<file path="config.mk">
export PLATFORM = sky130hd
export DESIGN_NAME = sltx_top
export DESIGN_NICKNAME = d
export VERILOG_FILES = /design/src/sltx_pkg.sv /design/src/sltx_mem.sv /design/src/sltx_top.sv
export SDC_FILE = /design/constraint.sdc
export NUM_CORES = 1
export LEC_CHECK = 0
export BUFFER_PORTS_ARGS = -buffer_cell sky130_fd_sc_hd__buf_2
export CORE_MARGIN = 1
export CORE_UTILIZATION = 65
export DETAILED_ROUTE_END_ITERATION = 16
export PLACE_DENSITY = 0.92
export SETUP_SLACK_MARGIN = 0.02
export SLEW_MARGIN = 20
export SYNTH_ARGS = -nofsm -noshare
export SYNTH_HDL_FRONTEND = slang
export SYNTH_HIERARCHICAL = 1
export SYNTH_SLANG_ARGS = --single-unit
</file>
<file path="constraint.sdc">
create_clock -name clk_sys -period 9.6 [get_ports clk_sys]
set_clock_uncertainty 0.2 [all_clocks]
set_input_delay 0.96 -clock clk_sys [delete_from_list [all_inputs] [get_ports clk_sys]]
set_output_delay 0.96 -clock clk_sys [all_outputs]
set_load 0.02 [all_outputs]
</file>
<file path="src/sltx_pkg.sv">
package sltx_pkg;
    // silo geometry
    localparam int SILO_DEPTH = 64;
    localparam int CHAR_W = 8;
    localparam int ENT_W = 10;
    // entry layout: {eom, som, char}
    localparam int ENT_SOM = 8;
    localparam int ENT_EOM = 9;
    // register indices on register_select
    localparam logic [3:0] REG_TX_DATA = 4'h0;
    localparam logic [3:0] REG_TX_CTRL = 4'h1;
    localparam logic [3:0] REG_MODE = 4'h2;
    localparam logic [3:0] REG_MODEM = 4'h3;
    localparam logic [3:0] REG_SILO = 4'h4;
    localparam logic [3:0] REG_STAT = 4'h5;
    localparam logic [3:0] REG_CRC_LO = 4'h6;
    localparam logic [3:0] REG_CRC_HI = 4'h7;
    // control register bits
    localparam int CTRL_SOM = 0;
    localparam int CTRL_EOM = 1;
    localparam int CTRL_ABORT = 2;
    localparam logic [1:0] CTRL_RST = 2'h0;
    // mode register bits
    localparam int MODE_STUFF = 0;
    localparam int MODE_INV = 1;
    localparam int MODE_DTR = 2;
    localparam int MODE_MAINT = 3;
    localparam int MODE_MCLK = 4;
    localparam logic [4:0] MODE_RST = 5'h00;
    // line characters
    localparam logic [7:0] FLAG_CHAR = 8'h7E;
    localparam logic [7:0] PAD_CHAR = 8'hFF;
    localparam logic [7:0] ABORT_CHAR = 8'hFF;
    // block check
    localparam logic [15:0] CRC16_POLY = 16'hA001;
    localparam logic [15:0] CCITT_POLY = 16'h8408;
    localparam logic [15:0] CRC_PRESET = 16'h0000;
    // bit engine
    localparam logic [2:0] STUFF_RUN = 3'h5;
    localparam logic [2:0] LAST_BIT = 3'h7;
    // transmitter states, gray along the usual path
    typedef enum logic [2:0] {
        ST_IDLE = 3'b000,
        ST_WAIT = 3'b001,
        ST_OPEN = 3'b011,
        ST_RUN = 3'b010,
        ST_CRC_LO = 3'b110,
        ST_CRC_HI = 3'b111,
        ST_CLOSE = 3'b101,
        ST_ABORT = 3'b100
    } sltx_state_t;
    // one reflected crc step, lsb first
    function automatic logic [15:0] sltx_crc_step(input logic [15:0] crc, input logic b, input logic [15:0] poly);
        logic fb;
        fb = crc[0] ^ b;
        return (crc >> 1) ^ (fb ? poly : 16'h0000);
    endfunction
endpackage

</file>
<file path="src/sltx_mem.sv">
// small silo store, registered read port
module sltx_mem #(
    parameter int W = 10,
    parameter int D = 64
) (
    input wire logic clk_sys,
    input wire logic resetn,
    input wire logic wr_en,
    input wire logic [$clog2(D)-1:0] wr_addr,
    input wire logic [W-1:0] wr_data,
    input wire logic [$clog2(D)-1:0] rd_addr,
    output logic [W-1:0] rd_data
);
    // storage array, no reset needed
    logic [W-1:0] mem_q [D];

    // write port
    always_ff @(posedge clk_sys) begin
        if (wr_en) begin
            mem_q[wr_addr] <= wr_data;
        end
    end

    // read port, registered every cycle
    always_ff @(posedge clk_sys or negedge resetn) begin
        if (!resetn) begin
            rd_data <= '0;
        end else begin
            rd_data <= mem_q[rd_addr];
        end
    end
endmodule // sltx_mem

</file>
<file path="src/sltx_top.sv">
// Operation
// serialise each character lsb first
// byte mode uses 8-bit chars, crc-16
// bit-stuff mode uses flags and ccitt crc
// zero insertion, flags and aborts sent automatically
// pad characters sent without host supply
// eight-bit write bus, select, write strobe
// reads only on host request, separate bus
// 64-entry write-only silo drained by transmitter
// som and eom travel with each char
// host sets som then writes data
// som at silo output raises rts; code raises it for any character at the silo output
// modem answers with cts and dsr
// send only when cts and dsr true; code checks them only when loading the first lead-in byte
// som characters kept out of crc
// later characters folded into crc
// block check sent after eom character
// fresh crc for data after eom
// drive dtr and rts, watch dsr cts ring
// maintenance mode alters transmitter operation
// block check uninverted unless option set
// crc preset zero, sent lsb first
// writes to full silo are dropped
module sltx_top import sltx_pkg::*; #(
    parameter int DEPTH = SILO_DEPTH
) (
    input wire logic clk_sys,
    input wire logic resetn,
    input wire logic [3:0] register_select,
    input wire logic [7:0] host_write_bus,
    input wire logic host_write_strobe,
    input wire logic host_read_strobe,
    output logic [7:0] read_return_bus,
    input wire logic tx_clk_in,
    output logic tx_data_out,
    output logic rts_out,
    output logic dtr_out,
    input wire logic cts_in,
    input wire logic dsr_in,
    input wire logic ring_in
);
    localparam int AW = $clog2(DEPTH);

    // two-stage synchronisers for clock and modem lines
    logic [3:0] sync1_q;
    logic [3:0] sync2_q;
    // previous bit clock level
    logic bclk_prev_q;
    // host-side registers
    logic [1:0] ctrl_q;
    logic [4:0] mode_q;
    logic abort_req_q;
    // silo pointers and fill
    logic [AW-1:0] wp_q;
    logic [AW-1:0] rp_q;
    logic [AW:0] cnt_q;
    logic head_ok_q;
    logic [ENT_W-1:0] head;
    // transmitter state
    sltx_state_t state_q;
    sltx_state_t st_d;
    logic [7:0] sh_q;
    logic [2:0] bit_cnt_q;
    logic [2:0] ones_q;
    logic crc_en_q;
    logic stuff_q;
    logic [15:0] crc_q;
    logic eom_pend_q;
    logic eom_d;
    logic msg_q;
    logic msg_d;
    // next-byte choice
    logic [7:0] nb;
    logic ncrc;
    logic nstuff;
    logic pop;
    logic load;
    // derived strobes
    logic ring_s;
    logic cts_s;
    logic dsr_s;
    logic bclk;
    logic tick;
    logic ready;
    logic streaming;
    logic stuff_now;
    logic byte_done;
    logic full;
    logic push;
    logic stuff_mode;
    logic [15:0] poly;
    // accumulator including a bit folded in this very cycle
    logic [15:0] crc_now;
    logic [15:0] crc_out;

    // line inputs pass two flops first
    always_ff @(posedge clk_sys or negedge resetn) begin
        if (!resetn) begin
            sync1_q <= 4'h0;
            sync2_q <= 4'h0;
        end else begin
            sync1_q <= {tx_clk_in, cts_in, dsr_in, ring_in};
            sync2_q <= sync1_q;
        end
    end

    assign ring_s = sync2_q[0];
    assign dsr_s = sync2_q[1];
    assign cts_s = sync2_q[2];
    assign stuff_mode = mode_q[MODE_STUFF];

    // maintenance: software clock, modem forced ready
    // maintenance overrides
    assign bclk = mode_q[MODE_MAINT] ? mode_q[MODE_MCLK] : sync2_q[3];
    // modem handshake gate
    assign ready = mode_q[MODE_MAINT] | (cts_s & dsr_s);

    // falling bit clock edge launches a bit
    always_ff @(posedge clk_sys or negedge resetn) begin
        if (!resetn) begin
            bclk_prev_q <= 1'b0;
        end else begin
            bclk_prev_q <= bclk;
        end
    end

    assign tick = bclk_prev_q & ~bclk;
    assign streaming = (state_q != ST_IDLE) && (state_q != ST_WAIT);
    // run of five ones forces a zero
    assign stuff_now = (ones_q == STUFF_RUN);
    assign byte_done = tick && streaming && !stuff_now && (bit_cnt_q == LAST_BIT);
    assign load = ((state_q == ST_WAIT) && ready) || byte_done;
    // polynomial by mode
    assign poly = stuff_mode ? CCITT_POLY : CRC16_POLY;
    // last data bit folds at the boundary that loads the low check byte
    assign crc_now = (tick && !stuff_now && crc_en_q) ? sltx_crc_step(crc_q, sh_q[0], poly) : crc_q;
    // optional inversion at the output
    assign crc_out = mode_q[MODE_INV] ? ~crc_now : crc_now;

    // control register: som/eom for next entries
    // host sets som before data
    always_ff @(posedge clk_sys or negedge resetn) begin
        if (!resetn) begin
            ctrl_q <= CTRL_RST;
        end else if (host_write_strobe && register_select == REG_TX_CTRL) begin
            ctrl_q <= host_write_bus[1:0];
        end
    end

    // abort request: write sets, launch clears, set wins
    always_ff @(posedge clk_sys or negedge resetn) begin
        if (!resetn) begin
            abort_req_q <= 1'b0;
        end else if (host_write_strobe && register_select == REG_TX_CTRL && host_write_bus[CTRL_ABORT]) begin
            abort_req_q <= 1'b1;
        end else if ((load && streaming) || state_q == ST_IDLE) begin
            abort_req_q <= 1'b0;
        end
    end

    // mode register
    // R6 register write path
    always_ff @(posedge clk_sys or negedge resetn) begin
        if (!resetn) begin
            mode_q <= MODE_RST;
        end else if (host_write_strobe && register_select == REG_MODE) begin
            mode_q <= host_write_bus[4:0];
        end
    end

    // terminal ready from software
    assign dtr_out = mode_q[MODE_DTR];

    // silo write side
    assign full = (cnt_q == (AW+1)'(DEPTH));
    // writes dropped when full
    assign push = host_write_strobe && (register_select == REG_TX_DATA) && !full;

    // silo pointers and fill count
    always_ff @(posedge clk_sys or negedge resetn) begin
        if (!resetn) begin
            wp_q <= '0;
            rp_q <= '0;
            cnt_q <= '0;
        end else begin
            if (push) begin
                wp_q <= wp_q + 1'b1;
            end
            if (pop) begin
                rp_q <= rp_q + 1'b1;
            end
            cnt_q <= cnt_q + (AW+1)'(push) - (AW+1)'(pop);
        end
    end

    // head valid in the same cycle as the registered read data settles
    always_ff @(posedge clk_sys or negedge resetn) begin
        if (!resetn) begin
            head_ok_q <= 1'b0;
        end else begin
            head_ok_q <= (cnt_q != '0) && !pop;
        end
    end

    // control bits stored beside each char
    sltx_mem #(
        .W(ENT_W),
        .D(DEPTH)
    ) u_silo (
        .clk_sys(clk_sys),
        .resetn(resetn),
        .wr_en(push),
        .wr_addr(wp_q),
        .wr_data({ctrl_q[CTRL_EOM], ctrl_q[CTRL_SOM], host_write_bus}),
        .rd_addr(rp_q),
        .rd_data(head)
    );

    // next state and next byte at each byte boundary
    always_comb begin
        st_d = state_q;
        nb = PAD_CHAR;
        ncrc = 1'b0;
        nstuff = 1'b0;
        pop = 1'b0;
        eom_d = eom_pend_q;
        msg_d = msg_q;
        if (load && streaming && abort_req_q) begin
            // abort sent unstuffed
            st_d = ST_ABORT;
            nb = ABORT_CHAR;
        end else if (load) begin
            case (state_q)
                ST_WAIT: begin
                    // lead-in fill
                    st_d = ST_OPEN;
                    nb = stuff_mode ? FLAG_CHAR : PAD_CHAR;
                end
                ST_CRC_LO: begin
                    // high byte follows low byte
                    st_d = ST_CRC_HI;
                    nb = crc_out[15:8];
                    nstuff = stuff_mode;
                end
                ST_OPEN, ST_RUN, ST_CRC_HI: begin
                    if (eom_pend_q && state_q != ST_CRC_HI) begin
                        // check follows eom char
                        st_d = ST_CRC_LO;
                        nb = crc_out[7:0];
                        nstuff = stuff_mode;
                        eom_d = 1'b0;
                        msg_d = 1'b0;
                    end else if (head_ok_q) begin
                        // som decides crc use
                        st_d = ST_RUN;
                        nb = head[7:0];
                        ncrc = !head[ENT_SOM];
                        nstuff = stuff_mode;
                        pop = 1'b1;
                        eom_d = head[ENT_EOM];
                        msg_d = !head[ENT_EOM];
                    end else if (msg_q) begin
                        // fill while message open
                        st_d = ST_RUN;
                        nb = stuff_mode ? FLAG_CHAR : PAD_CHAR;
                    end else begin
                        // closing flag or pad
                        st_d = ST_CLOSE;
                        nb = stuff_mode ? FLAG_CHAR : PAD_CHAR;
                    end
                end
                default: begin
                    // close or abort done
                    st_d = ST_IDLE;
                    eom_d = 1'b0;
                    msg_d = 1'b0;
                end
            endcase
        end else if (state_q == ST_IDLE && head_ok_q) begin
            // data at silo output wakes the line
            st_d = ST_WAIT;
        end
    end

    // state, message and eom tracking
    always_ff @(posedge clk_sys or negedge resetn) begin
        if (!resetn) begin
            state_q <= ST_IDLE;
            eom_pend_q <= 1'b0;
            msg_q <= 1'b0;
        end else begin
            state_q <= st_d;
            eom_pend_q <= eom_d;
            msg_q <= msg_d;
        end
    end

    // request to send registered
    always_ff @(posedge clk_sys or negedge resetn) begin
        if (!resetn) begin
            rts_out <= 1'b0;
        end else begin
            rts_out <= (st_d != ST_IDLE);
        end
    end

    // shifter: load at boundary, shift on each real bit
    always_ff @(posedge clk_sys or negedge resetn) begin
        if (!resetn) begin
            sh_q <= 8'h00;
            bit_cnt_q <= 3'h0;
            crc_en_q <= 1'b0;
            stuff_q <= 1'b0;
        end else if (load) begin
            sh_q <= nb;
            bit_cnt_q <= 3'h0;
            crc_en_q <= ncrc;
            stuff_q <= nstuff;
        end else if (tick && streaming && !stuff_now) begin
            // lsb leaves first
            sh_q <= sh_q >> 1;
            bit_cnt_q <= bit_cnt_q + 3'h1;
        end
    end

    // serial output, mark when idle, held a full bit
    always_ff @(posedge clk_sys or negedge resetn) begin
        if (!resetn) begin
            tx_data_out <= 1'b1;
        end else if (tick) begin
            // inserted zero
            tx_data_out <= streaming ? (!stuff_now && sh_q[0]) : 1'b1;
        end
    end

    // ones run counter, only inside stuffed bytes
    always_ff @(posedge clk_sys or negedge resetn) begin
        if (!resetn) begin
            ones_q <= 3'h0;
        end else if (!streaming) begin
            ones_q <= 3'h0;
        end else if (tick) begin
            ones_q <= (!stuff_now && stuff_q && sh_q[0]) ? ones_q + 3'h1 : 3'h0;
        end
    end

    // block check accumulator
    always_ff @(posedge clk_sys or negedge resetn) begin
        if (!resetn) begin
            crc_q <= CRC_PRESET;
        end else if (!streaming || (load && (state_q == ST_CRC_HI || st_d == ST_ABORT))) begin
            // restart at zero
            crc_q <= CRC_PRESET;
        end else if (tick && !stuff_now && crc_en_q) begin
            // fold the bit in
            crc_q <= sltx_crc_step(crc_q, sh_q[0], poly);
        end
    end

    // read return: data only in the cycle after a read
    // host-initiated reads
    always_ff @(posedge clk_sys or negedge resetn) begin
        if (!resetn) begin
            read_return_bus <= 8'h00;
        end else if (!host_read_strobe) begin
            read_return_bus <= 8'h00;
        end else begin
            case (register_select)
                REG_TX_CTRL: read_return_bus <= {5'h00, abort_req_q, ctrl_q};
                REG_MODE: read_return_bus <= {3'h0, mode_q};
                // modem lines visible
                REG_MODEM: read_return_bus <= {3'h0, ring_s, cts_s, dsr_s, rts_out, dtr_out};
                REG_SILO: read_return_bus <= {full, (7)'(cnt_q)};
                REG_STAT: read_return_bus <= {3'h0, eom_pend_q, msg_q, state_q};
                REG_CRC_LO: read_return_bus <= crc_q[7:0];
                REG_CRC_HI: read_return_bus <= crc_q[15:8];
                default: read_return_bus <= 8'h00;
            endcase
        end
    end
endmodule // sltx_top

</file>
# After elaboration in Yosys (flattened, before gate mapping)
# Memory sizes are Yosys's and may differ from the RTL's. A register that Yosys moved wholly into a read port is not among the register bits.
# Index checks and enable logic that the tools add are counted.
dict set report word_totals {
  register_bits 84
  ram_bits 640
  inputBits 20
  out_inout_bits 11
  word_cells 151
  n_memories 1
}
# name depth word_bits rd rd_clocked_by_memory_dff wr line_no
set memory_table {}
lappend memory_table {u_silo.mem_q 64 10 1 1 1 sltx_mem.sv:15} ;# logic [W-1:0] mem_q [D];
dict set report op_classes {
  n_addsub 6
  eq_ne 20
  n_mux 51
  bitwise 9
  n_reduce_logical 42
}
# operator count
set op_table {}
lappend op_table {{2-to-1 mux 16 bit} 4}
lappend op_table {{2-to-1 mux 8 bit} 7}
lappend op_table {{case mux 8 bit (7 select lines)} 1}
lappend op_table {{2-to-1 mux 3 bit} 11}
lappend op_table {{case mux 8 bit (3 select lines)} 1}
lappend op_table {{2-to-1 mux 1 bit} 22}
lappend op_table {{logical AND 1 bit} 21}
lappend op_table {{equality test 4 x 3 -> 1 bit (second input constant)} 4}
lappend op_table {{inverter 16 bit} 1}
lappend op_table {{bitwise XOR 15 x 16 -> 16 bit} 1}
lappend op_table {{equality test 3 bit (second input constant)} 5}
lappend op_table {{2-to-1 mux 14 bit} 1}
lappend op_table {{adder 6 x 1 -> 6 bit (second input constant)} 2}
lappend op_table {{case mux 3 bit (3 select lines)} 1}
lappend op_table {{equality test 4 x 2 -> 1 bit (second input constant)} 2}
lappend op_table {{adder 7 x 1 -> 7 bit} 1}
lappend op_table {{equality test 7 bit (second input constant)} 1}
lappend op_table {{zero test 1 bit} 7}
lappend op_table {{nonzero test 7 bit} 1}
lappend op_table {{subtractor 7 x 1 -> 7 bit} 1}
lappend op_table {{adder 3 x 1 -> 3 bit (second input constant)} 2}
lappend op_table {{equality test 3 x 2 -> 1 bit (second input constant)} 2}
lappend op_table {{!= test 3 bit (second input constant)} 2}
lappend op_table {{case mux 1 bit (2 select lines)} 3}
lappend op_table {{16 further kinds} 24}

# Depth between registers and ports, before layout
dict set report logic_depth {
  ltp_word 15
  mapped_depth 17
  mapped_depth_nobuf 16
}

# Modules after synthesis
# The synthesis kept the hierarchy.
# mod n_inst cells_per_inst area_each_um2 seq_area_each_um2
set modules_own_cells {}
lappend modules_own_cells {sltx_mem 1 1120 25160.4 19468.7}
lappend modules_own_cells {sltx_top 1 499 4742.0 2103.3}

# Worst setup path after synthesis
# Ideal clock, no wire load.
dict set report synth_timing {
  path_type {input-to-reg}
  start {input port register_select[2]}
  end {memory u_silo.mem_q[48][0], enable pin}
  setup_time_ps 390
  arrival_ps 3146
  t_required_ps 9010
  slack_ps 5864
  cell_stages 7
  n_path_buf 2
  path_cell_list {clkbuf_1 > nor3b_1 > and3_1 > clkbuf_1 > nand3_1 > or3_1 > nor3_1}
}
dict set report synth_between {
  elab_chain_cells 5
}
# element line_no
set synth_rtl {}
lappend synth_rtl {{start: declaration} sltx_top.sv:29} ;# input wire logic [3:0] register_select,
lappend synth_rtl {{zero test 4 bit} sltx_top.sv:177} ;# assign push = host_write_strobe && (register_select == REG_TX_DATA) && !full;
lappend synth_rtl {{logical AND 1 bit (2 in a row)} sltx_top.sv:177}
lappend synth_rtl {{via push} sltx_top.sv:89} ;# logic push;
lappend synth_rtl {{2-to-1 mux 1 bit} sltx_mem.sv:19} ;# if (wr_en) begin
lappend synth_rtl {{2-to-1 mux 1 bit (not written as such)} sltx_mem.sv:20} ;# mem_q[wr_addr] <= wr_data;
lappend synth_rtl {{end: declaration} sltx_mem.sv:15}
# The timed path passes the listed nets, and every way through them passes these cells.

# Final worst setup path
dict set report layout_timing {
  start {input port register_select[2]}
  end {memory u_silo.mem_q[30][3], enable pin}
}
dict set report layout_between {
  elab_chain_cells 5
}
# element line_no
set layout_rtl {}
lappend layout_rtl {{zero test 4 bit} sltx_top.sv:177}
lappend layout_rtl {{logical AND 1 bit (2 in a row)} sltx_top.sv:177}
lappend layout_rtl {{2-to-1 mux 1 bit} sltx_mem.sv:19}
lappend layout_rtl {{2-to-1 mux 1 bit (not written as such)} sltx_mem.sv:20}
# No other way between the ends.

==> results.ini <==
[clock_network]
cts_root_buf = clkbuf_16
clk_path_buf_depth = 3
post-cts-setup-buffers = 0
cts_htree_levels = 3
cts_hold_buf = 0
cts_tree = built
cts.sinks = 734
clk_pin_slew_ps = 60
clock_latency_ps = 630
cts_buffers = 71
cts-resized-gates = 0

[route]
via_per_inst = 7.19
ant_nets = 0
routedWlPerCell_um = 31.9
drc = 0
wirelength_mm = 73.5
route.vias.total = 16500
drt_iter0_drc = 2631
dr.pass1.iters = 6

[critical_path]
end_kind = register
ff2ff_setup_slack_ps = 5420
crit_end = u_silo/mem_q[30][3]
cp-start-kind = input pin
worstPathArrival_ps = 4300
critPathMaxFanout = 16
crit_path_start = register_select[2]
rr_startpoint = state_q[1]
regToRegEndpoint = cnt_q[6]
required_ps = 9630
criticalPathCategory = input pin to register
reg2reg_depth = 14

[layout]
fillers = 2408
syn_to_final_growth_pct = 10.0
nets = 1681
n_antenna_cell = 0
drive_gt1_share_pct = 21.6
final_area_um2 = 32900
multi_input_area_um2 = 7820
seqCellArea_um2 = 21600

[die]
die_h_um = 216
initial_core_util_pct = 65.9
die_w_um = 216
std_cell_rows = 78
num_io_pins = 31
die_area_um2 = 46900
core_area_um2 = 45400

[sta]
rsz0062_at_grt = no
relSlewSlack_pct = 16.0
achievable-frequency_mhz = 234
finalMaxSlewViolations = 0
tightest_slew_ps = 1260
setup_tns_ps = 0
setup_viol = 0
final.min_clock_period_ps = 4270
worst_slack_ps = 5330
hold_violations = 0
finalCritPeriodShare_pct = 44.5

[placement]
gp_congestion = 0.901
hpwl_mm = 40.2
port_buffers = 30
dpl-instance-area_um2 = 30500
pre_cts_ws_ps = 5030

[synth]
syn_avg_cell_area_um2 = 18.5
synth_ff_type = edfxtp_1
synthTopCellsByCount = edfxtp_1 (640), mux4_2 (162), nor2_1 (114)
synthCells = 1619
synth_top_area_share_pct = 64.3
yosysMostFrequentCell = edfxtp_1
synth_edf_count = 640
yosysTopAreaCell = edfxtp_1
seq_area_frac_synth_pct = 72.1
synth-async-reset-ratio_pct = 12.8
ys_types = 76
yosys-top-cells-area = edfxtp_1 (64%), mux4_2 (12%), dfrtp_1 (7.8%)
synth_nets = 1654
synth-seq-cells = 734
yosysWarnings = 6
syn-cell-area_um2 = 29900

[power_and_ir_drop]
pwr-share-comb_pct = 23.5
leakagePower_uw = 0.0107
vdd_drop_max_uv = 263
power.share.clock_pct = 32.3
p_int_uw = 6250
seq_power_share_pct = 44.2
switching_power_uw = 2630
swShare_pct = 29.6
cellPowerDensity_nw_per_um2 = 270

[run_status]
outcome = complete, no violations

[flow_run]
cap_violations = 0

[global_route]
grt_first_pass_wirelength_mm = 109
grt_max_degree = 91
overflow = 0
grt_use_total_pct = 32.2
grt_pass1_vias = 16600
grt_antenna_before_repair = 0

[hold_path]
hp-class = input pin to asynchronous set/reset pin

[final cells by class]
class,count,share of cell area (%)
Clock buffer,95,6.02
Clock inverter,32,1.23
Inverter,15,0.171
Multi-Input combinational cell,777,23.8
Sequential cell,734,65.6
Tap cell,600,2.28
Timing Repair Buffer,47,0.913
[through the flow]
stage	std cells	hold slack (ps)	utilization [%]	power, uW
5_1_grt	2300	162	72.5	9130
3_5_place_dp	2173	142	67.2	5970
4_1_cts	2300	144	72.5	8870
6_report	2300	141	72.5	8880
3_3_place_gp	2173	138	67.2	5880
2_1_floorplan	1619	131	-	5430
[cells in the final DEF (no fill, tap or decap), drive strengths merged, types with 4 or more instances in the layout]
master     n
o31ai      7
or3        7
nand2b    16
bufinv     7
mux4     162
inv       18
and2       6
ha        14
xnor2     14
mux2i     67
nand3     19
nand3b     5
nor2     115
o22ai     20
nand4     11
o211ai     9
clkinv    19
dfrtp     93
nand2     58
a211oi    19
and3      10
o21ai     40
a221oi     7
or3b       4
nor3      14
buf       47
a21oi     27
nor2b     21
xor2       8
a22oi     16
a22o       9
edfxtp   640
mux2      27
clkbuf    95
a2111oi    9
a31oi      5
[cells by family (layout without fill, tap and decap cells)]
family,Yosys count,after routing,synth area share (%)
AO/OA/AOI/OAI,186,186,4.41
XOR/XNOR,22,22,0.644
adder cells (fa/ha/maj),15,15,0.653
buffers and inverters,108,189,1.73
flip-flops,734,734,72.1
multiplexers,256,256,15.6
AND/OR/NAND/NOR,298,298,4.85
[power groups by stage]
stage | Combinational [uW] | Clock [uW] | Sequential (uW)
after floorplan | 1640 | 0 | 3790
after global placement | 1910 | 0 | 3970
after detailed placement | 1990 | 0 | 3980
after CTS | 2060 | 2890 | 3920
after global routing | 2180 | 3000 | 3950
final | 2090 | 2870 | 3930
[layer usage]
layer	vias to the layer above	wire length (um)	track usage, %
met1	8412	25800	42.9
li1	6546	-	-
met4	0	3540	13.3
met2	1339	36500	52.6
met5	-	0	0
met3	247	7690	6.62
[worst max-delay path, cell delays in order]
cell	delay (ps)
buf_2	200
nor3b_1	420
and3_1	650
nor2b_1	400
nand3_1	630
nor2_1	1010
[sequential cells by signal (all words and copies together), names as in the netlist, 2 cells and up]
signal / flops
sh_q: 8
crc_q: 16
mode_q: 5
bit_cnt_q: 3
ones_q: 3
sync2_q: 4
wp_q: 6
rp_q: 6
cnt_q: 7
sync1_q: 4
u_silo/rd_data: 10
state_q: 3
read_return_bus: 8
u_silo/mem_q: 640
ctrl_q: 2
[worst min path at each step]
stage / start / end / slack (ps) / depth (start not counted)
after floorplan: sync1_q[0] / sync2_q[0] / 130 / 0
after global placement: sync1_q[2] / sync2_q[2] / 140 / 0
after detailed placement: sync1_q[0] / sync2_q[0] / 140 / 0
after CTS: resetn / sync1_q[0] / 140 / 1
after global routing: resetn / sync2_q[0] / 160 / 1
final: resetn / sync1_q[0] / 140 / 1
No activity file was read; power rests on OpenSTA's default activity.
